===== src/hssw_pkg.sv =====
// Functional notes
// - overcurrent turns output off, sets its irq flag, clears switch_on and pulse_mode_enable.
// - clearing overcurrent flag alone never re-enables; only a new switch_on write does.
// - re-enabling under persisting overcurrent shuts down again with same flag and clears.
// - overtemperature shuts output down, sets its status; restart as after overcurrent.
// - open load sets its status and irq flag only; output keeps running unchanged.
// - open load raises an interrupt only when its enable bit is set.
// - stop or sleep turns and keeps the driver off unless cyclic sense is active.
// - configuration survives stop; a switch that was on resumes after wake-up.
// - cyclic sense supplies the load for a pulse; diagnostics are masked meanwhile.
// - pulse_mode_enable at bit 1 outranks switch_on; output follows selected pulse input.
// - the slew selection applies in both software and pulse modes.
// - bits 13:12 pick one of four overcurrent thresholds, low to high.
// - slew bits 9:8 decode 00 slow, 01 fast, 1x low emission.
// - control bit 3 enables open-load detection.
// - control bit 0 powers the circuit; bit 2 turns the driver on.
// - status bits 14,13 and irq bits 7,6,5; reserved bits read zero.
// - writing one to a status bit sets it, for test.
// - every register accepts byte as well as word writes.
// - source select bits 5:3, code 111 acts as 110, writable only with pulse mode off.
// - writing one to a clear bit clears its status bit; zero does nothing.
// - overcurrent flag is level held while present; overtemp and open-load flags are edge set.
// - the enable register gates overcurrent bit 7, open load 6, overtemperature 5.
`default_nettype none
package hssw_pkg;
  localparam logic [7:0]  ADDR_CTRL     = 8'h04;
  localparam logic [7:0]  ADDR_STATUS   = 8'h08;
  localparam logic [7:0]  ADDR_CLEAR    = 8'h0C;
  localparam logic [7:0]  ADDR_IRQ_EN   = 8'h10;
  localparam logic [7:0]  ADDR_TRIM     = 8'h1C;
  localparam logic [7:0]  ADDR_SRC_SEL  = 8'h24;
  localparam logic [31:0] CTRL_RESET    = 32'h0000_3000;
  localparam logic [31:0] ZERO_RESET    = 32'h0000_0000;
  localparam int          POS_POWER     = 0;
  localparam int          POS_PULSE     = 1;
  localparam int          POS_ON        = 2;
  localparam int          POS_OL_EN     = 3;
  localparam int          POS_SR_LO     = 8;
  localparam int          POS_OC_LO     = 12;
  localparam int          POS_OT_IS     = 5;
  localparam int          POS_OL_IS     = 6;
  localparam int          POS_OC_IS     = 7;
  localparam int          POS_OT_STS    = 13;
  localparam int          POS_OL_STS    = 14;
  localparam int          POS_SRC_LO    = 3;
  localparam logic [31:0] CTRL_MASK     = 32'h0000_330F;
  localparam logic [31:0] STATUS_MASK   = 32'h0000_60E0;
  localparam logic [31:0] IRQ_EN_MASK   = 32'h0000_00E0;
  localparam logic [31:0] TRIM_MASK     = 32'h0000_0303;
  localparam logic [31:0] SRC_MASK      = 32'h0000_0038;
  localparam int          SYNC_STAGES   = 3;

  typedef enum logic [1:0] {
    HSSW_SLEW_SLOW,
    HSSW_SLEW_FAST,
    HSSW_SLEW_LOW_EMC
  } hssw_slew_e;

  typedef struct packed {
    logic overcurrent;
    logic overtemp;
    logic open_load;
  } hssw_sense_s;

  typedef enum logic [1:0] {
    HSSW_RUN,
    HSSW_LOW_POWER,
    HSSW_CYCLIC
  } hssw_mode_e;
endpackage : hssw_pkg
`default_nettype wire


===== src/hssw_sync.sv =====
`default_nettype none
module hssw_sync (
  input  wire logic pclk,
  input  wire logic presetn,
  input  wire logic async_in,
  output logic      sync_out
);
  logic [hssw_pkg::SYNC_STAGES-1:0] stage_reg;

  always_ff @(posedge pclk or negedge presetn) begin
    if (!presetn) begin
      stage_reg <= '0;
      sync_out  <= 1'b0;
    end else begin
      stage_reg <= {stage_reg[hssw_pkg::SYNC_STAGES-2:0], async_in};
      // second and third stage must agree before the level is believed
      if (stage_reg[1] == stage_reg[2]) begin
        sync_out <= stage_reg[2];
      end
    end
  end
endmodule : hssw_sync
`default_nettype wire


===== src/hssw_top.sv =====
`default_nettype none
module hssw_top (
  input  wire logic        pclk,
  input  wire logic        presetn,
  input  wire logic        psel,
  input  wire logic        penable,
  input  wire logic        pwrite,
  input  wire logic [7:0]  paddr,
  input  wire logic [31:0] pwdata,
  input  wire logic [3:0]  pstrb,
  output logic             pready,
  output logic             pslverr,
  output logic [31:0]      prdata,
  input  wire logic        overcurrent_in,
  input  wire logic        overtemp_in,
  input  wire logic        open_load_in,
  input  wire logic [6:0]  pulse_inputs,
  input  wire logic        low_power_mode,
  input  wire logic        cyclic_sense_active,
  input  wire logic        cyclic_sense_pulse,
  output logic             switch_drive,
  output logic             switch_power,
  output logic [1:0]       slew_code,
  output logic [1:0]       overcurrent_threshold_sel,
  output logic             open_load_detect_active,
  output logic [1:0]       oc_ot_filter_sel,
  output logic [1:0]       open_load_filter_sel,
  output logic             irq
);
  // ==================================================================
  // sense, mode and pulse input synchronisers
  // ==================================================================
  hssw_pkg::hssw_sense_s sense_raw;
  hssw_pkg::hssw_sense_s sense_sync;
  logic                  pulse_sync [6:0];
  logic                  mode_lp_sync;
  logic                  mode_cyc_sync;
  logic                  cyc_pulse_sync;

  assign sense_raw = '{overcurrent: overcurrent_in, overtemp: overtemp_in,
                       open_load: open_load_in};

  hssw_sync u_sync_oc (.pclk(pclk), .presetn(presetn),
                       .async_in(sense_raw.overcurrent), .sync_out(sense_sync.overcurrent));
  hssw_sync u_sync_ot (.pclk(pclk), .presetn(presetn),
                       .async_in(sense_raw.overtemp), .sync_out(sense_sync.overtemp));
  hssw_sync u_sync_ol (.pclk(pclk), .presetn(presetn),
                       .async_in(sense_raw.open_load), .sync_out(sense_sync.open_load));
  hssw_sync u_sync_lp (.pclk(pclk), .presetn(presetn),
                       .async_in(low_power_mode), .sync_out(mode_lp_sync));
  hssw_sync u_sync_cy (.pclk(pclk), .presetn(presetn),
                       .async_in(cyclic_sense_active), .sync_out(mode_cyc_sync));
  hssw_sync u_sync_cp (.pclk(pclk), .presetn(presetn),
                       .async_in(cyclic_sense_pulse), .sync_out(cyc_pulse_sync));

  genvar gi;
  generate
    for (gi = 0; gi < 7; gi++) begin : g_pulse_sync
      hssw_sync u_sync_pw (.pclk(pclk), .presetn(presetn),
                           .async_in(pulse_inputs[gi]), .sync_out(pulse_sync[gi]));
    end
  endgenerate

  // ==================================================================
  // apb decode
  // ==================================================================
  logic [31:0] ctrl_reg;
  logic [31:0] status_reg;
  logic [31:0] irq_en_reg;
  logic [31:0] trim_reg;
  logic [31:0] src_reg;
  logic [31:0] byte_mask;
  logic        wr_access;
  logic        hit_ctrl;
  logic        hit_status;
  logic        hit_clear;
  logic        hit_irq_en;
  logic        hit_trim;
  logic        hit_src;
  logic        hit_any;

  assign wr_access  = psel && penable && pwrite;
  assign hit_ctrl   = (paddr == hssw_pkg::ADDR_CTRL);
  assign hit_status = (paddr == hssw_pkg::ADDR_STATUS);
  assign hit_clear  = (paddr == hssw_pkg::ADDR_CLEAR);
  assign hit_irq_en = (paddr == hssw_pkg::ADDR_IRQ_EN);
  assign hit_trim   = (paddr == hssw_pkg::ADDR_TRIM);
  assign hit_src    = (paddr == hssw_pkg::ADDR_SRC_SEL);
  assign hit_any    = hit_ctrl | hit_status | hit_clear | hit_irq_en | hit_trim | hit_src;
  // byte lanes widen to a bit mask so narrow writes touch only their byte
  assign byte_mask  = {{8{pstrb[3]}}, {8{pstrb[2]}}, {8{pstrb[1]}}, {8{pstrb[0]}}};
  assign pready     = 1'b1;
  assign pslverr    = psel && penable && !hit_any;

  logic [31:0] wr_bits;
  logic        wr_ctrl;
  logic        wr_status;
  logic        wr_clear;
  logic        wr_irq_en;
  logic        wr_trim;
  logic        wr_src;

  assign wr_bits   = pwdata & byte_mask;
  assign wr_ctrl   = wr_access && hit_ctrl;
  assign wr_status = wr_access && hit_status;
  assign wr_clear  = wr_access && hit_clear;
  assign wr_irq_en = wr_access && hit_irq_en;
  assign wr_trim   = wr_access && hit_trim;
  assign wr_src    = wr_access && hit_src;

  // ==================================================================
  // protection events
  // ==================================================================
  logic diag_allowed;
  logic oc_event;
  logic ot_event;
  logic ol_seen;
  logic ot_prev_reg;
  logic ol_prev_reg;
  logic ot_rise;
  logic ol_rise;
  logic fault_shutdown;

  // diagnostics are masked while the driver is cyclically pulsed
  assign diag_allowed   = ctrl_reg[hssw_pkg::POS_POWER] && !mode_lp_sync;
  assign oc_event       = diag_allowed && sense_sync.overcurrent;
  assign ot_event       = diag_allowed && sense_sync.overtemp;
  assign ol_seen        = diag_allowed && ctrl_reg[hssw_pkg::POS_OL_EN]
                          && sense_sync.open_load;
  assign ot_rise        = ot_event && !ot_prev_reg;
  assign ol_rise        = ol_seen && !ol_prev_reg;
  // open load is deliberately absent from the shutdown term
  assign fault_shutdown = oc_event || ot_event;

  always_ff @(posedge pclk or negedge presetn) begin
    if (!presetn) begin
      ot_prev_reg <= 1'b0;
      ol_prev_reg <= 1'b0;
    end else begin
      ot_prev_reg <= ot_event;
      ol_prev_reg <= ol_seen;
    end
  end

  // ==================================================================
  // control register
  // ==================================================================
  logic [31:0] ctrl_next;
  logic [31:0] ctrl_written;

  assign ctrl_written = (ctrl_reg & ~byte_mask) | (wr_bits & hssw_pkg::CTRL_MASK);

  always_comb begin
    ctrl_next = wr_ctrl ? ctrl_written : ctrl_reg;
    // a fault in the same cycle as a write wins, so a re-enable under
    // persisting overcurrent drops straight back off
    if (fault_shutdown) begin
      ctrl_next[hssw_pkg::POS_ON]    = 1'b0;
      ctrl_next[hssw_pkg::POS_PULSE] = 1'b0;
    end
  end

  // bits are held across low power; nothing here resets on mode change
  always_ff @(posedge pclk or negedge presetn) begin
    if (!presetn) begin
      ctrl_reg <= hssw_pkg::CTRL_RESET;
    end else begin
      ctrl_reg <= ctrl_next;
    end
  end

  // ==================================================================
  // status register: set by hardware or by software, cleared via clear reg
  // ==================================================================
  logic [31:0] status_next;
  logic [31:0] hw_set;
  logic [31:0] clr_bits;

  always_comb begin
    hw_set = '0;
    hw_set[hssw_pkg::POS_OC_IS]  = oc_event;
    hw_set[hssw_pkg::POS_OT_IS]  = ot_rise;
    hw_set[hssw_pkg::POS_OL_IS]  = ol_rise;
    hw_set[hssw_pkg::POS_OT_STS] = ot_event;
    hw_set[hssw_pkg::POS_OL_STS] = ol_seen;
  end

  assign clr_bits = wr_clear ? (wr_bits & hssw_pkg::STATUS_MASK) : '0;

  // set wins over clear; a software write of one sets too
  assign status_next = ((status_reg & ~clr_bits)
                        | hw_set
                        | (wr_status ? wr_bits : '0)) & hssw_pkg::STATUS_MASK;

  always_ff @(posedge pclk or negedge presetn) begin
    if (!presetn) begin
      status_reg <= hssw_pkg::ZERO_RESET;
    end else begin
      status_reg <= status_next;
    end
  end

  // ==================================================================
  // enable, trim and source select registers
  // ==================================================================
  logic [31:0] irq_en_next;
  logic [31:0] trim_next;
  logic [31:0] src_next;
  logic        src_writable;

  assign irq_en_next  = wr_irq_en ? ((irq_en_reg & ~byte_mask)
                                     | (wr_bits & hssw_pkg::IRQ_EN_MASK)) : irq_en_reg;
  assign trim_next    = wr_trim ? ((trim_reg & ~byte_mask)
                                   | (wr_bits & hssw_pkg::TRIM_MASK)) : trim_reg;
  // source cannot move under a running pulse path
  assign src_writable = wr_src && !ctrl_reg[hssw_pkg::POS_PULSE];
  assign src_next     = src_writable ? ((src_reg & ~byte_mask)
                                        | (wr_bits & hssw_pkg::SRC_MASK)) : src_reg;

  always_ff @(posedge pclk or negedge presetn) begin
    if (!presetn) begin
      irq_en_reg <= hssw_pkg::ZERO_RESET;
      trim_reg   <= hssw_pkg::ZERO_RESET;
      src_reg    <= hssw_pkg::ZERO_RESET;
    end else begin
      irq_en_reg <= irq_en_next;
      trim_reg   <= trim_next;
      src_reg    <= src_next;
    end
  end

  // ==================================================================
  // read mux
  // ==================================================================
  logic [31:0] rd_data;

  assign rd_data = hit_ctrl   ? ctrl_reg   :
                   hit_status ? status_reg :
                   hit_irq_en ? irq_en_reg :
                   hit_trim   ? trim_reg   :
                   hit_src    ? src_reg    : '0;   // clear register reads zero

  always_ff @(posedge pclk or negedge presetn) begin
    if (!presetn) begin
      prdata <= '0;
    end else if (psel && !penable && !pwrite) begin
      prdata <= rd_data;
    end
  end

  // ==================================================================
  // power mode tracking
  // ==================================================================
  hssw_pkg::hssw_mode_e mode_reg;
  hssw_pkg::hssw_mode_e mode_next;

  always_comb begin
    case (mode_reg)
      hssw_pkg::HSSW_RUN:
        mode_next = !mode_lp_sync ? hssw_pkg::HSSW_RUN :
                    mode_cyc_sync ? hssw_pkg::HSSW_CYCLIC : hssw_pkg::HSSW_LOW_POWER;
      hssw_pkg::HSSW_LOW_POWER,
      hssw_pkg::HSSW_CYCLIC:
        mode_next = !mode_lp_sync ? hssw_pkg::HSSW_RUN :
                    mode_cyc_sync ? hssw_pkg::HSSW_CYCLIC : hssw_pkg::HSSW_LOW_POWER;
      default:
        mode_next = hssw_pkg::HSSW_RUN;
    endcase
  end

  always_ff @(posedge pclk or negedge presetn) begin
    if (!presetn) begin
      mode_reg <= hssw_pkg::HSSW_RUN;
    end else begin
      mode_reg <= mode_next;
    end
  end

  // ==================================================================
  // output drive
  // ==================================================================
  logic [2:0] src_code;
  logic       pulse_level;
  logic       run_level;
  logic       drive_next;
  logic       power_next;

  // code 111 folds onto 110
  assign src_code    = (src_reg[hssw_pkg::POS_SRC_LO +: 3] == 3'h7) ? 3'h6
                       : src_reg[hssw_pkg::POS_SRC_LO +: 3];
  assign pulse_level = pulse_sync[src_code];
  // pulse mode outranks the static on bit
  assign run_level   = ctrl_reg[hssw_pkg::POS_PULSE] ? pulse_level
                       : ctrl_reg[hssw_pkg::POS_ON];

  always_comb begin
    case (mode_reg)
      hssw_pkg::HSSW_RUN: begin
        drive_next = run_level && ctrl_reg[hssw_pkg::POS_POWER] && !fault_shutdown;
        power_next = ctrl_reg[hssw_pkg::POS_POWER];
      end
      hssw_pkg::HSSW_CYCLIC: begin
        drive_next = cyc_pulse_sync;
        power_next = 1'b1;
      end
      hssw_pkg::HSSW_LOW_POWER: begin
        drive_next = 1'b0;
        power_next = 1'b0;
      end
      default: begin
        drive_next = 1'b0;
        power_next = 1'b0;
      end
    endcase
  end

  always_ff @(posedge pclk or negedge presetn) begin
    if (!presetn) begin
      switch_drive <= 1'b0;
      switch_power <= 1'b0;
    end else begin
      switch_drive <= drive_next;
      switch_power <= power_next;
    end
  end

  // ==================================================================
  // analog settings and interrupt
  // ==================================================================
  hssw_pkg::hssw_slew_e slew_sel;

  // slew applies regardless of pulse or static mode
  assign slew_sel = (ctrl_reg[hssw_pkg::POS_SR_LO +: 2] == 2'h0) ? hssw_pkg::HSSW_SLEW_SLOW :
                    (ctrl_reg[hssw_pkg::POS_SR_LO +: 2] == 2'h1) ? hssw_pkg::HSSW_SLEW_FAST :
                    hssw_pkg::HSSW_SLEW_LOW_EMC;

  always_ff @(posedge pclk or negedge presetn) begin
    if (!presetn) begin
      slew_code                 <= 2'h0;
      overcurrent_threshold_sel <= 2'h0;
      open_load_detect_active   <= 1'b0;
      oc_ot_filter_sel          <= 2'h0;
      open_load_filter_sel      <= 2'h0;
      irq                       <= 1'b0;
    end else begin
      slew_code                 <= slew_sel;
      overcurrent_threshold_sel <= ctrl_reg[hssw_pkg::POS_OC_LO +: 2];
      open_load_detect_active   <= ctrl_reg[hssw_pkg::POS_OL_EN];
      oc_ot_filter_sel          <= trim_reg[9:8];
      open_load_filter_sel      <= trim_reg[1:0];
      irq                       <= |(status_reg & irq_en_reg & hssw_pkg::IRQ_EN_MASK);
    end
  end
endmodule : hssw_top
`default_nettype wire


===== config.mk =====
export PLATFORM = sky130hd
export DESIGN_NAME = hssw_top
export DESIGN_NICKNAME = d
export VERILOG_FILES = /design/src/hssw_pkg.sv /design/src/hssw_sync.sv /design/src/hssw_top.sv
export SDC_FILE = /design/constraint.sdc
export NUM_CORES = 1
export LEC_CHECK = 0
export BUFFER_PORTS_ARGS = -buffer_cell sky130_fd_sc_hd__buf_2
export CAP_MARGIN = 20
export CORE_MARGIN = 2
export CORE_UTILIZATION = 60
export DETAILED_ROUTE_END_ITERATION = 6
export PLACE_DENSITY = 0.8
export SLEW_MARGIN = 20
export SYNTH_ARGS = -nofsm -noshare
export SYNTH_HDL_FRONTEND = slang
export SYNTH_SLANG_ARGS = --single-unit

===== constraint.sdc =====
create_clock -name pclk -period 2.3 [get_ports pclk]
set_clock_uncertainty 0.15 [all_clocks]
set_input_delay 0.23 -clock pclk [delete_from_list [all_inputs] [get_ports pclk]]
set_output_delay 0.23 -clock pclk [all_outputs]
set_load 0.005 [all_outputs]

=== Word-level counts from Yosys, hierarchy flattened ===
Cells that the tools add are included.

* Register bits after elaboration: 233
* Input port bits: 62
* Output and inout bits: 46
* Logic and storage cells: 143

* Order comparisons: 1
* Equal/unequal tests: 23
* Multiplexer cells: 20
* Bitwise gates (word level): 20
* Reductions and logical operators: 35

{| class="wikitable"
|+ Operators with widths
! kind !! number
|-
| $mux W32 || 5
|-
| $and A32 B32 Y32 || 4
|-
| $not A32 Y32 || 1
|-
| $or A32 B10 Y32 || 1
|-
| $or A32 B14 Y32 || 1
|-
| $or A32 B6 Y32 || 1
|-
| $or A32 B8 Y32 || 1
|-
| $and A15 B15 Y15 || 2
|-
| $mux W15 || 2
|-
| $or A15 B15 Y15 || 2
|-
| $logic_and A1 B1 Y1 || 21
|-
| $eq A8 B4 Y1 const B || 2
|-
| $eq A8 B5 Y1 const B || 2
|-
| $not A15 Y15 || 1
|-
| $eq A1 B1 Y1 || 13
|-
| $mux W2 || 6
|-
| $and A8 B8 Y8 || 1
|-
| $eq A8 B3 Y1 const B || 1
|-
| $eq A8 B6 Y1 const B || 1
|-
| $logic_not A1 Y1 || 8
|-
| $mux W3 || 2
|-
| $reduce_or A3 Y1 || 2
|-
| $or A1 B1 Y1 || 5
|-
| $eq A2 B1 Y1 const B || 2
|-
| other kinds (9) || 12
|}

=== Depth between registers and ports, before layout ===
Gate-level depths: netlist of run 1.

* Depth in word-level cells: 8
* Depth in mapped cells: 7
* Depth with buffers taken out: 4

=== Hierarchy ===
A second synthesis of run 1 with hierarchy kept.

* Cell total of the unflattened synthesis: 700
* Area total of the unflattened synthesis: 8,904.8 sq um

{| class="wikitable"
|+ By module, submodules not included
! module !! times used !! cells an instance !! area each (sq um) !! sequential area each (sq um)
|-
| hssw_top || 1 || 635 || 7,457.2 || 4,531.8
|-
| hssw_sync || 13 || 5 || 111.4 || 100.1
|}

=== Worst setup path before layout of run 1 ===
No wires, ideal clock.

* Path type: input to register
* Start point: in paddr[2]
* End point: reg (tool-made name)
* Setup time: 125 ps
* Data arrival time: 1,605 ps
* Data required time: 2,025 ps
* Setup slack: 420 ps
* Stages on the path: 6
* Buffers on the path: 2
* Cells stage by stage: buf_4 -> nor4bb_1 -> buf_4 -> nand2_1 -> nor2_1 -> mux2_2

{| class="wikitable"
|+ RTL lines
! element !! RTL line !! RTL
|-
| start: declaration || hssw_top.sv:8 || <nowiki>input wire logic [7:0] paddr,</nowiki>
|}

=== Worst setup path in the final report of run 1 ===
* Start point: in paddr[7]
* End point: reg status_reg[14]

* Longest elaborated chain between the ends: 7
* Elaborated cells on any way between the ends: 10
* Those cells by class: eq/ne (2); mux (2); bitwise (4); reduce/logical (2)

{| class="wikitable"
|+ Ends and longest elaborated chain
! element !! RTL line !! RTL
|-
| $eq A8 B4 Y1 || hssw_top.sv:85 || <nowiki>assign hit_clear = (paddr == hssw_pkg::ADDR_CLEAR);</nowiki>
|-
| $logic_and A1 B1 Y1 || hssw_top.sv:106 || <nowiki>assign wr_clear = wr_access && hit_clear;</nowiki>
|-
| $mux W15 || hssw_top.sv:188 || <nowiki>assign clr_bits = wr_clear ? (wr_bits & hssw_pkg::STATUS_MASK) : '0;</nowiki>
|-
| $not A15 Y15 || hssw_top.sv:191 || <nowiki>assign status_next = ((status_reg & ~clr_bits)</nowiki>
|-
| $and A15 B15 Y15 || hssw_top.sv:191 ||
|-
| $or A15 B15 Y15 || hssw_top.sv:192 || <nowiki>| hw_set</nowiki>
|-
| $or A15 B15 Y15 * || hssw_top.sv:193 || <nowiki>| (wr_status ? wr_bits : '0)) & hssw_pkg::STATUS_MASK;</nowiki>
|-
| named net status_next[14] || hssw_top.sv:175 || <nowiki>logic [31:0] status_next;</nowiki>
|-
| end signal: assignment || hssw_top.sv:197 || <nowiki>status_reg <= hssw_pkg::ZERO_RESET;</nowiki>
|-
| end signal: assignment || hssw_top.sv:199 || <nowiki>status_reg <= status_next;</nowiki>
|-
| end: declaration || hssw_top.sv:68 || <nowiki>logic [31:0] status_reg;</nowiki>
|}

Mark *: on every way through the listed nets, which the timed path passes. The rest lies on a longest branch.
A chain may end at the register's enable or synchronous reset.

==> results by stage, run 1 <==
Logic synthesis:
- Of the total synthesized cell area, the portion taken by XOR and XNOR cells is 0.000992.
- The summed instance area of the synthesized netlist is 0.00883 mm2.
- After synthesis, the mean cell area works out to 12.5 um2.
- By area, the combinational part of the netlist is dominated by simple AND/OR/NAND/NOR gates.
- For this run, the register share of the synthesized area comes to 0.661.
- The fraction of the mapped netlist area in compound gates came to 0.129.
- The count of warnings emitted by yosys is 0.
- In the synthesized netlist the async set-or-reset flop fraction comes to 1.00.
- Of the total synthesized cell area, the portion taken by AND, OR, NAND and NOR gates is 0.147.
- The leading register cell type out of synthesis is sky130_fd_sc_hd__dfrtp_1.
- Synthesis produced a netlist whose cell count is 706.
- Synthesis inferred 233 register bits.
- The number of nets in the synthesized netlist is around 770.
- The synthesized-area fraction occupied by adder cells is 0.0147.
- The multiplexer area fraction after synthesis is 0.0261.
- After synthesis, the netlist uses between 50 and 60 different library cells.
- The synthesized design contains 0 enable-type register cells.

Clock network:
- The tree is rooted in a sky130_fd_sc_hd__clkbuf_16.
- TritonCTS created 23 clock buffers.
- The deepest clock path buffer count is 3.
- TritonCTS built the clock tree.
- The clock-pin slew on the worst setup and hold paths is around 0.060 ns.
- CTS saw 233 sinks.
- The H-tree level count is 1.
- At the later pin of the worst-skew pair, clock insertion delay measures between 0.5 and 0.6 ns.
- The post-CTS setup buffer count is 0.

Die:
- In this run the core area contains 44 standard-cell rows.
- The die outline area is around 0.016 mm2.
- The die is between 100 and 150 um wide.
- The floorplan step defined a core boundary enclosing 0.0145 mm2.
- 108 I/O pins were placed.
- The floorplan die height is roughly 130 um.
- For this configuration, the core starts out at a cell density of 0.610.

Setup path:
- The largest delay contributor family on the critical path is simple AND/OR/NAND/NOR gates.
- The critical-path cell with the highest stage delay is sky130_fd_sc_hd__or4_4.
- Of all nets on the critical path, the largest fanout is 5.
- The data arrival time of the critical path is 2.37 ns.
- The worst setup path is captured at a flip-flop.
- The type of the worst setup path is in -> reg.
- STA classifies the critical path startpoint as a primary input.
- In this design, the stage delay of the slowest critical-path cell is approximately 0.58 ns.
- Traced cell by cell, the critical path runs through buf_2 -> or4_4 -> nor4_2 -> a21boi_0 -> a311o_1 -> dlygate4sd3_1.
- STA puts the critical path data required time at between 2 and 3 ns.
- The number of buffer and inverter stages on the critical path is 2.

STA:
- The minimum setup slack in the final design is about 0.16 ns.
- The actual slew at the worst max-slew pin is around 0.58 ns.
- The tightest hold margin is about 0.099 ns.
- The total count of hold-check failures in the final report is 0.
- Based on the critical path, the design can be clocked at up to around 470 MHz.
- Measured against its own limit, the worst slew margin works out to 0.613.
- Setup repair after global routing left no endpoint under its margin.
- The setup TNS is 0 ns.
- The final worst-path cycle share is 0.930.
- The final number of setup-violating endpoints is 0.
- The time the worst path needs with I/O delays and setup is 2.14 ns.
- The max-slew violation count is 0.

Global route:
- The first global-routing pass estimated roughly 33 mm of wire.
- The largest net degree at the start of global routing is 74.
- For met2 alone, demand over resource in global routing was 0.437.
- For this run the aggregate overflow at the end of global routing stands at 0.
- The initial antenna violation count is 3.
- For met3 alone, demand over resource in global routing was 0.0488.
- The met1 track demand over resource is 0.363.
- The via count of the first global-routing pass is approximately 6400.
- The overall routing resource usage is 0.265.
- The layer flagged by global routing as most heavily used is met2.

Placed design:
- At the placement stage, the worst setup path has a slack of between 0.06 and 0.07 ns.
- The HPWL after detailed placement is 12.9 mm.
- At the end of routability-driven placement, the weighted congestion stood at ~0.85.
- The count of input and output buffers is 87.

Detailed routing:
- The wire length reported by the detailed router is ~20 mm.
- The number of optimization iterations in the first detailed-route pass is 5.
- The detail-routed net length per standard cell is between 15 and 20 um.
- The vias after detailed routing is roughly 6100.
- The routed via count divided by cell count is 5.86.
- For this run, design rule violations remaining after detail routing come to 0.
- In this run the remaining antenna-violating nets after routing total 0.
- The first routing iteration left between 400 and 500 violations.

Power:
- The reported leakage power is between 5 and 6 nW.
- After layout, the design draws a total of between 0.008 and 0.009 W.
- Power spread over the standard cell area amounts to between 700 and 800 mW/mm2.
- The worst IR drop on VDD is ~0.78 mV.

Min path:
- The min-delay analysis places its worst path in the category in -> reg.

Layout:
- The most common library cell in the layout ignoring fill and taps is sky130_fd_sc_hd__dfrtp_1.
- The post-layout net count is approximately 900.
- The share of layout cells above drive strength 1 is 0.214.
- From synthesis to final layout, the design area changed by 20.3%.
- The filler cells instantiated in the layout total around 920.
- The register with the most flip-flops in the layout has 32 of them.
- In the layout the commonest cells are sky130_fd_sc_hd__dfrtp_1 (231), sky130_fd_sc_hd__buf_2 (86), sky130_fd_sc_hd__and2_1 (80).

Run status:
- The flow ran to the end, and the final reports show no timing, DRC or antenna violations.

Run:
- Across the run, the number of max-cap violations was 0.
worst min-delay path, delay by kind of cell:
family / cells / cell delay [ns]
AND/OR/NAND/NOR: 3 / 0.35
buffers and inverters: 1 / 0.11
timing repair:
action                                  4_1_cts  5_1_grt
hold endpoints to repair                    104        0
gates resized for setup                       0        0
endpoints found under the setup margin        0        0
hold buffers                                 28        0
where the power goes:
part	leakage [nW]	switching, W	internal (W)
combinational	1.72	0.000210	0.000148
sequential	3.11	0.0000451	0.00417
clock	0.355	0.00149	0.00196
routing by layer:
metal,routed length (um),up-vias,part of all wire
li1,-,2744,-
met3,1230,46,0.060
met5,7,-,0.00034
met2,10000,222,0.49
met4,599,2,0.029
met1,8590,3092,0.42
through the flow:
| stage | instance area (um2) | cells | util |
|---|---|---|---|
| after floorplan | 8830 | 706 | - |
| after global routing | 10600 | 1041 | 0.733 |
| after CTS | 10600 | 1040 | 0.733 |
| after global placement | 9640 | 972 | 0.666 |
| final | 10600 | 1042 | 0.733 |
| after detailed placement | 9640 | 972 | 0.666 |
logic make-up (layout without fill, tap and decap cells):
| group | Yosys count | in the layout |
|---|---|---|
| other | 1 | 3 |
| buffers and inverters | 43 | 193 |
| DFF | 233 | 233 |
| adders and majority gates | 13 | 13 |
| muxes | 19 | 19 |
| and+or+nand+nor | 214 | 214 |
| xor gates and xnor gates | 1 | 1 |
| AOI/OAI and AO/OA | 182 | 182 |
final cells by class:
class,count,area [um2],area share
tap,184,230,0.0217
clock inverter,10,53.8,0.00507
multi-input combinational,430,2840,0.267
sequential,233,5830,0.549
inverter,8,30.0,0.00283
antenna,2,5.00,0.000471
timing repair buffer,145,988,0.0931
clock buffer,30,642,0.0604
cells in the mapped netlist, types with 2 or more instances:
library cell / number / area share
sky130_fd_sc_hd__mux2_4: 2 / 0.0034
sky130_fd_sc_hd__and4_1: 3 / 0.0030
sky130_fd_sc_hd__nor3b_1: 2 / 0.0017
sky130_fd_sc_hd__dfrtp_1: 231 / 0.65
sky130_fd_sc_hd__a2bb2oi_1: 32 / 0.032
sky130_fd_sc_hd__and3_1: 3 / 0.0021
sky130_fd_sc_hd__a21oi_1: 33 / 0.019
sky130_fd_sc_hd__mux2_2: 14 / 0.018
sky130_fd_sc_hd__or3b_1: 3 / 0.0030
sky130_fd_sc_hd__buf_2: 4 / 0.0023
sky130_fd_sc_hd__o211ai_1: 2 / 0.0017
sky130_fd_sc_hd__o21ai_0: 64 / 0.036
sky130_fd_sc_hd__nand3_1: 4 / 0.0023
sky130_fd_sc_hd__nand2_1: 20 / 0.0085
sky130_fd_sc_hd__maj3_1: 13 / 0.015
sky130_fd_sc_hd__nor3_1: 3 / 0.0017
sky130_fd_sc_hd__nand4_1: 5 / 0.0035
sky130_fd_sc_hd__and2_1: 80 / 0.057
sky130_fd_sc_hd__o31ai_1: 5 / 0.0043
sky130_fd_sc_hd__dfstp_2: 2 / 0.0060
sky130_fd_sc_hd__and2b_1: 3 / 0.0026
sky130_fd_sc_hd__nor2b_1: 59 / 0.042
sky130_fd_sc_hd__mux2i_1: 2 / 0.0023
sky130_fd_sc_hd__clkbuf_1: 27 / 0.011
sky130_fd_sc_hd__inv_1: 8 / 0.0034
sky130_fd_sc_hd__o21bai_1: 5 / 0.0043
sky130_fd_sc_hd__a31oi_1: 28 / 0.020
sky130_fd_sc_hd__a22oi_1: 6 / 0.0051
sky130_fd_sc_hd__nor2_1: 17 / 0.0072
sky130_fd_sc_hd__buf_4: 3 / 0.0026
final timing paths:
kind	start	to	slack, ns	cells past startpoint
max in group asynchronous	presetn	async pin	1.09	3
min in group asynchronous	presetn	prdata[30]	0.14	2
setup / recovery	paddr[7]	status_reg[14]	0.16	6
hold reg to reg	g_pulse_sync[1].u_sync_pw.stage_reg[0]	g_pulse_sync[1].u_sync_pw.stage_reg[1]	0.20	0
setup reg to reg	flip-flop	status_reg[14]	0.27	5
hold / removal	pstrb[2]	trim_reg[23]	0.1	4
(Power assumes the default switching activity.)
==> run 2: changes to the inputs <==
Settings changed: CORE_UTILIZATION 60 to 52, PLACE_DENSITY 0.8 to 0.73.
Clock period 2.3 ns to 1.7 ns, I/O delays scaled along.
==> run 2 against run 1 <==
Compared with the run above: count of clock-buffer cells in the layout increased by 4; register-to-register slack worse by 0.15 ns; cell count increased by 7.2%; critical endpoint is now pslverr; largest cell class unchanged.
==> results by stage, run 2 (same netlist as run 1, synthesis figures left out) <==
Run status:
- The flow ran to the end, and the final reports show no timing, DRC or antenna violations.

Die:
- The number of cell rows came to 47 (+6.8%).
- The floorplan die height is 134 um (+7.2%).
- The die outline area is 0.0180 mm2 (+15%).
- The chip width is 134 um (+7.2%).
- The starting utilization of the core area is 0.532 (-0.0774).
- The boundary pin count was 108 (unchanged).
- The area of the core is 0.0166 mm2 (+15%).

Global route:
- The global routing usage on met3 is 0.0336 (-0.0151).
- The initial antenna violation count came to 0 (-3).
- The met2 routing resource usage after global routing is 0.403 (-0.0336).
- The via count of the first global-routing pass is 6526 (+2.4%).
- After global routing, the most crowded layer is met2.
- The overflow left after global routing is 0 (unchanged).
- The largest net degree at the start of global routing is 52 (-30%).
- The overall routing resource usage was 0.233 (-0.0316).
- The global-route wire length before repair is 33.4 mm (+0.73%).
- The met1 track demand over resource was 0.306 (-0.0570).

Layout:
- The post-layout net count is 944 (+4.5%).
- The most common library cell in the layout ignoring fill and taps is sky130_fd_sc_hd__dfrtp_1.
- The number of fill cells in the layout came to 1209 (+31%).
- The number of flip-flops under the largest register name is 32 (unchanged).
- The share of layout cells above drive strength 1 is 0.266 (+0.0527).
- The antenna cell count came to 0 (-2).
- The synthesis-to-layout area growth is 27.3%.
- The number of standard cells in the layout, taps in and fillers out is 1117 (+7.2%).
- In the layout the commonest cells are sky130_fd_sc_hd__dfrtp_1 (231), sky130_fd_sc_hd__buf_2 (86), sky130_fd_sc_hd__and2_1 (80).

Run:
- The count of maximum capacitance violations came to 0 (unchanged).

STA:
- The total count of hold-check failures in the final report is 0 (unchanged).
- The final number of setup-violating endpoints is 0 (unchanged).
- The minimum setup slack in the final design is 0.0691 ns (-0.0914 ns).
- The worst path in the final design needs a cycle of 1.63 ns, including I/O delays and setup.
- Timing would allow up to slightly above 600 MHz.
- The max-slew violation count came to 0 (unchanged).
- The final worst-path cycle share is 0.959.
- The tightest hold margin is 0.00675 ns (-0.0922 ns).

Setup path:
- The data arrival time of the critical path was 1.31 ns (-1.06 ns).
- The worst setup path is captured at an output pin.
- The worst path required time came to 1.38 ns (-1.15 ns).
- The worst setup path is of the in -> out kind.
- The largest fanout on the critical path is 6 (+1).
- The worst setup path is launched from a primary input.

Power:
- The reported leakage power is 5.48 nW (+5.7%).
- The total power divided by cell area was 1050 mW/mm2 (+38%).
- The post-layout total power was 0.0117 W (+46%).
- The worst IR drop on VDD is 0.942 mV (+20%).

Detailed routing:
- The number of antenna-violating nets in the routed design is 0 (unchanged).
- The number of optimization iterations in the first detailed-route pass was 4 (-1).
- The number of design-rule violations left by the first detailed-router iteration is 333 (-31%).
- The routed via count divided by cell count came to 5.51 (-5.9%).
- The number of remaining DRC errors was 0 (unchanged).
- The detail-routed net length per standard cell is 18.0 um (-8.1%).
- The vias after detailed routing was 6159 (+0.87%).
- The wire length reported by the detailed router is 20.2 mm (-1.4%).

Placed design:
- The HPWL after detailed placement is 13.4 mm (+3.4%).
- The total instance count after detailed placement came to 1047 (+7.7%).
- The count of input and output buffers is 87 (unchanged).
- The worst slack after detailed placement is -0.402 ns (-0.469 ns).
- The final weighted congestion in routability-driven placement is 0.872 (+2.5%).

Clock network:
- The insertion delay of the later-clocked pin in the worst-skew pair is 0.51 ns (about the same).
- The deepest clock path buffer count was 3 (unchanged).
- TritonCTS built the clock tree.
- CTS placed an instance of sky130_fd_sc_hd__clkbuf_16 at the clock tree root.
- The number of sinks on the clock net is 233 (unchanged).
- The TritonCTS buffer count came to 24 (+4.3%).
- The clock-pin slew on the worst setup and hold paths came to 0.06 ns (about the same).
- The H-tree level count is 1 (unchanged).

Min path:
- The type of the worst min-delay path is in -> async.
-- run 2: changes by cell type in the layout (fill, tap and decap cells not counted), sizes merged --
cell	previous run	this run
buf	117	158
clkinv	9	4
clkbuf	30	34
bufinv	0	3
diode	2	0
dlygate4sd3	28	27
inv	9	8
-- run 2: critical path: stages --
cell	delay [ns]
sky130_fd_sc_hd__buf_2	0.11
sky130_fd_sc_hd__buf_4	0.14
sky130_fd_sc_hd__nor4_2	0.27
sky130_fd_sc_hd__buf_4	0.18
sky130_fd_sc_hd__nand2_2	0.11
sky130_fd_sc_hd__o21ai_2	0.15
sky130_fd_sc_hd__nor3_2	0.05
sky130_fd_sc_hd__buf_2	0.12
-- run 2: worst paths after layout --
check                                                  startpoint                                     end  slack, ns  cells after the start
max in group asynchronous                                 presetn                               async pin       0.77                      3
max reg2reg                                             flip-flop                            switch_drive       0.12                      4
max                                                      paddr[7]                                 pslverr       0.07                      8
min in group pclk                                        paddr[2]                          status_reg[14]       0.02                      4
min reg2reg                g_pulse_sync[1].u_sync_pw.stage_reg[0]  g_pulse_sync[1].u_sync_pw.stage_reg[1]       0.20                      0
min                                                       presetn                          irq_en_reg[20]      0.007                      2
-- run 2: layout make-up --
class	instances	area, um2	area share
repair buffers	185	1370	0.122
inverters	8	30.0	0.00267
well taps	220	275	0.0245
flip-flops and latches	233	5830	0.519
clock buffers	34	739	0.0658
clock inverters	7	110	0.00980
multi-input cells	430	2880	0.256
-- run 2: power by group --
part | switching (W) | internal [W] | total [W]
Sequential | 0.0000557 | 0.00565 | 0.00570
Clock | 0.00205 | 0.00346 | 0.00551
Combinational | 0.000289 | 0.000247 | 0.000536
-- run 2: through the flow --
stage | instance area, um2 | TNS [ns] | util
finish | 11200 | 0 | 0.678
global route | 11200 | -0.00974 | 0.678
CTS | 11200 | 0 | 0.676
global placement | 10100 | -23.94 | 0.607
detailed placement | 10100 | -28.93 | 0.607
floorplan | 8850 | -0.294 | -
-- run 2: per-layer routing --
layer / routed length (um) / up-vias / part of all wire
li1: - / 2824 / -
met4: 522 / 0 / 0.026
met5: 0 / - / 0
met2: 10100 / 157 / 0.50
met1: 8650 / 3140 / 0.43
met3: 841 / 38 / 0.042
-- run 2: repair_timing --
| item | CTS | global route |
|---|---|---|
| endpoints found under the hold margin | 268 | 0 |
| setup buffers | 1 | 2 |
| resized for setup | 6 | 2 |
| pin swaps | 3 | 1 |
| hold buffers | 27 | 0 |
| endpoints found under the setup margin | 1 | 1 |
| cloned | 0 | 0 |
==> run 3: changes to the inputs <==
Settings changed: CELL_PAD_IN_SITES_DETAIL_PLACEMENT set to 2, CELL_PAD_IN_SITES_GLOBAL_PLACEMENT set to 2, CORE_UTILIZATION 52 to 35, PLACE_DENSITY 0.73 to 0.72, SKIP_LAST_GASP set to 1.
==> run 3 against run 2 <==
Compared with the run above: sequential cell count is the same; count of clock-buffer cells in the layout rose by 1; cell count rose by 11%; maximum frequency decreased by 1.7%; worst setup slack worse by 0.028 ns; clock power is 11% higher; highest routed layer unchanged.
==> results by stage, run 3 (same netlist as run 1, synthesis figures left out) <==
Run:
- The count of maximum capacitance violations came to 0 (unchanged).

Layout:
- The most common library cell in the layout ignoring fill and taps is sky130_fd_sc_hd__dfrtp_1.
- The post-layout net count is 952 (+0.85%).
- The top cell types in the final layout, fill and taps aside, are sky130_fd_sc_hd__dfrtp_1 (231), sky130_fd_sc_hd__buf_2 (86), sky130_fd_sc_hd__and2_1 (80).
- Compared with the post-synthesis result, the final layout area differs by 30.8%.
- The final core area utilization is 0.462 (-0.215).
- The number of standard cells in the layout, taps in and fillers out is 1238 (+11%).
- The share of layout cells above drive strength 1 is 0.270 (+0.00338).
- The number of flip-flops under the largest register name is 32 (unchanged).
- The antenna cell count was 0 (unchanged).

Detailed routing:
- The routed via count divided by cell count came to 5.14 (-6.7%).
- The detail-routed net length per standard cell is 22.3 um (+23%).
- The vias after detailed routing was 6369 (+3.4%).
- The number of design-rule violations left by the first detailed-router iteration came to 288 (-14%).
- The number of optimization iterations in the first detailed-route pass is 5 (+1).
- The number of remaining DRC errors is 0 (unchanged).
- The wire length reported by the detailed router was 27.6 mm (+37%).
- The number of antenna-violating nets in the routed design is 0 (unchanged).

Placed design:
- The HPWL after detailed placement is 17.6 mm (+32%).
- The total instance count after detailed placement is 1163 (+11%).
- The count of input and output buffers was 87 (unchanged).
- The final weighted congestion in routability-driven placement was 0.771 (-12%).

Die:
- The number of cell rows was 58 (+23%).
- The die outline area came to 0.0265 mm2 (+47%).
- The boundary pin count came to 108 (unchanged).
- The floorplan die height is 163 um (+21%).
- The area of the core is 0.0250 mm2 (+51%).
- The chip width is 163 um (+21%).
- The starting utilization of the core area is 0.354 (-0.179).

Power:
- The reported leakage power was 5.55 nW (+1.3%).
- The worst IR drop on VDD is 0.706 mV (-25%).
- The total power divided by cell area is 1070 mW/mm2 (+2.7%).

Clock network:
- The H-tree level count is 1 (unchanged).
- TritonCTS built the clock tree.
- The clock-pin slew on the worst setup and hold paths is 0.07 ns (about the same).
- The deepest clock path buffer count came to 3 (unchanged).
- The TritonCTS buffer count is 26 (+8.3%).
- Clock tree synthesis selected as its root buffer the cell sky130_fd_sc_hd__clkbuf_16.
- The insertion delay of the later-clocked pin in the worst-skew pair is 0.55 ns (+0.04 ns).
- The number of sinks on the clock net is 233 (unchanged).

Setup path:
- The reg-to-reg setup timing slack came to 0.07 ns (-0.05 ns).
- The origin of the worst setup path is paddr[2].
- The largest fanout on the critical path is 14 (+8).
- The worst path required time was 1.38 ns (about the same).
- The data arrival time of the critical path is 1.34 ns (+0.03 ns).
- The capturing element of the worst setup path is pslverr.
- The type of the worst setup path is in -> out.
- The worst reg2reg path depth is 4 (unchanged).
- The endpoint of the worst register-to-register path is switch_drive.
- The critical path startpoint category is a primary input.
- The capturing element type of the critical path is an output pin.

STA:
- The max-slew violation count is 0 (unchanged).
- The fmax came to 603 MHz (-1.7%).
- The total count of hold-check failures in the final report was 0 (unchanged).
- The time the worst path needs with I/O delays and setup is 1.66 ns (+0.0283 ns).
- The final number of setup-violating endpoints is 0 (unchanged).
- The tightest hold margin is 0.0246 ns (+0.0179 ns).
- The final worst-path cycle share is 0.976 (+0.0166).
- Setup repair after global routing left no endpoint under its margin.

Global route:
- The overflow left after global routing is 0 (unchanged).
- The via count of the first global-routing pass is 7648 (+17%).
- The global-route wire length before repair is 44.3 mm (+32%).
- The initial antenna violation count is 0 (unchanged).
- The largest net degree at the start of global routing is 48 (-7.7%).
- The overall routing resource usage is 0.216 (-0.0172).

Min path:
- The type of the worst min-delay path is in -> async.

Run status:
- The run finished with clean final reports.
## run 3: cell types whose count changed in the layout (fill, tap and decap cells not counted), moves of 2 or more
cell	change
sky130_fd_sc_hd__bufinv_16	+2
sky130_fd_sc_hd__buf_12	+2
sky130_fd_sc_hd__clkinvlp_4	+2
sky130_fd_sc_hd__clkbuf_1	+4
sky130_fd_sc_hd__clkbuf_8	-4
sky130_fd_sc_hd__clkinv_2	-3
sky130_fd_sc_hd__buf_4	+3
## run 3: worst min-delay path by stage
stage,startpoint,depth (start not counted),end
after floorplan,presetn,0,async pin
after global placement,presetn,1,prdata[19]
after detailed placement,presetn,1,prdata[19]
after CTS,presetn,2,src_reg[1]
after global routing,presetn,2,src_reg[1]
final,presetn,2,src_reg[1]
## run 3: what timing repair did
action / CTS / global route
gates cloned: 0 / 0
buffers inserted: 2 / 0
endpoints found under the hold margin: 269 / 0
pin swaps: 1 / 2
hold buffers: 28 / 0
setup endpoints to repair: 1 / 1
resized for setup: 9 / 2
## run 3: final cells by class
type,instances,area (um2)
fillers,2487,13400
flip-flops and latches,233,5830
multi-input cells,430,2900
repair buffers,191,1440
clock buffers,35,724
well taps,330,413
clock inverters,11,204
inverters,8,30.0
## run 3: critical path, stage by stage
cell and delay, ns:
sky130_fd_sc_hd__buf_2 0.12, sky130_fd_sc_hd__buf_4 0.15, sky130_fd_sc_hd__and2b_2 0.22, sky130_fd_sc_hd__and4_1 0.22, sky130_fd_sc_hd__buf_6 0.16, sky130_fd_sc_hd__nor3_4 0.16, sky130_fd_sc_hd__buf_2 0.13
## run 3: power by group
group	switching (W)	total (W)	leakage, nW	internal [W]
combinational	0.000336	0.000599	2.00	0.000262
sequential	0.0000622	0.00571	3.11	0.00565
clock	0.00234	0.00609	0.445	0.00376
## run 3: per-stage QoR
stage               instance area [um2]  setup TNS, ns  total power, W  setup slack [ns]
floorplan                          8850         -0.294         0.00595           -0.0835
global placement                  10300         -36.24         0.00630            -0.392
detailed placement                10300         -39.21         0.00634            -0.368
CTS                               11500              0          0.0125            0.0232
global route                      11500              0          0.0128           0.00379
finish                            11500              0          0.0124            0.0409
## run 3: per-layer routing
layer | vias to the layer above | track usage | wire length [um]
li1 | 2825 | - | -
met1 | 3330 | 0.255 | 10900
met2 | 153 | 0.409 | 15000
met3 | 61 | 0.0298 | 956
met4 | 0 | 0.0571 | 717
met5 | - | 0 | 0
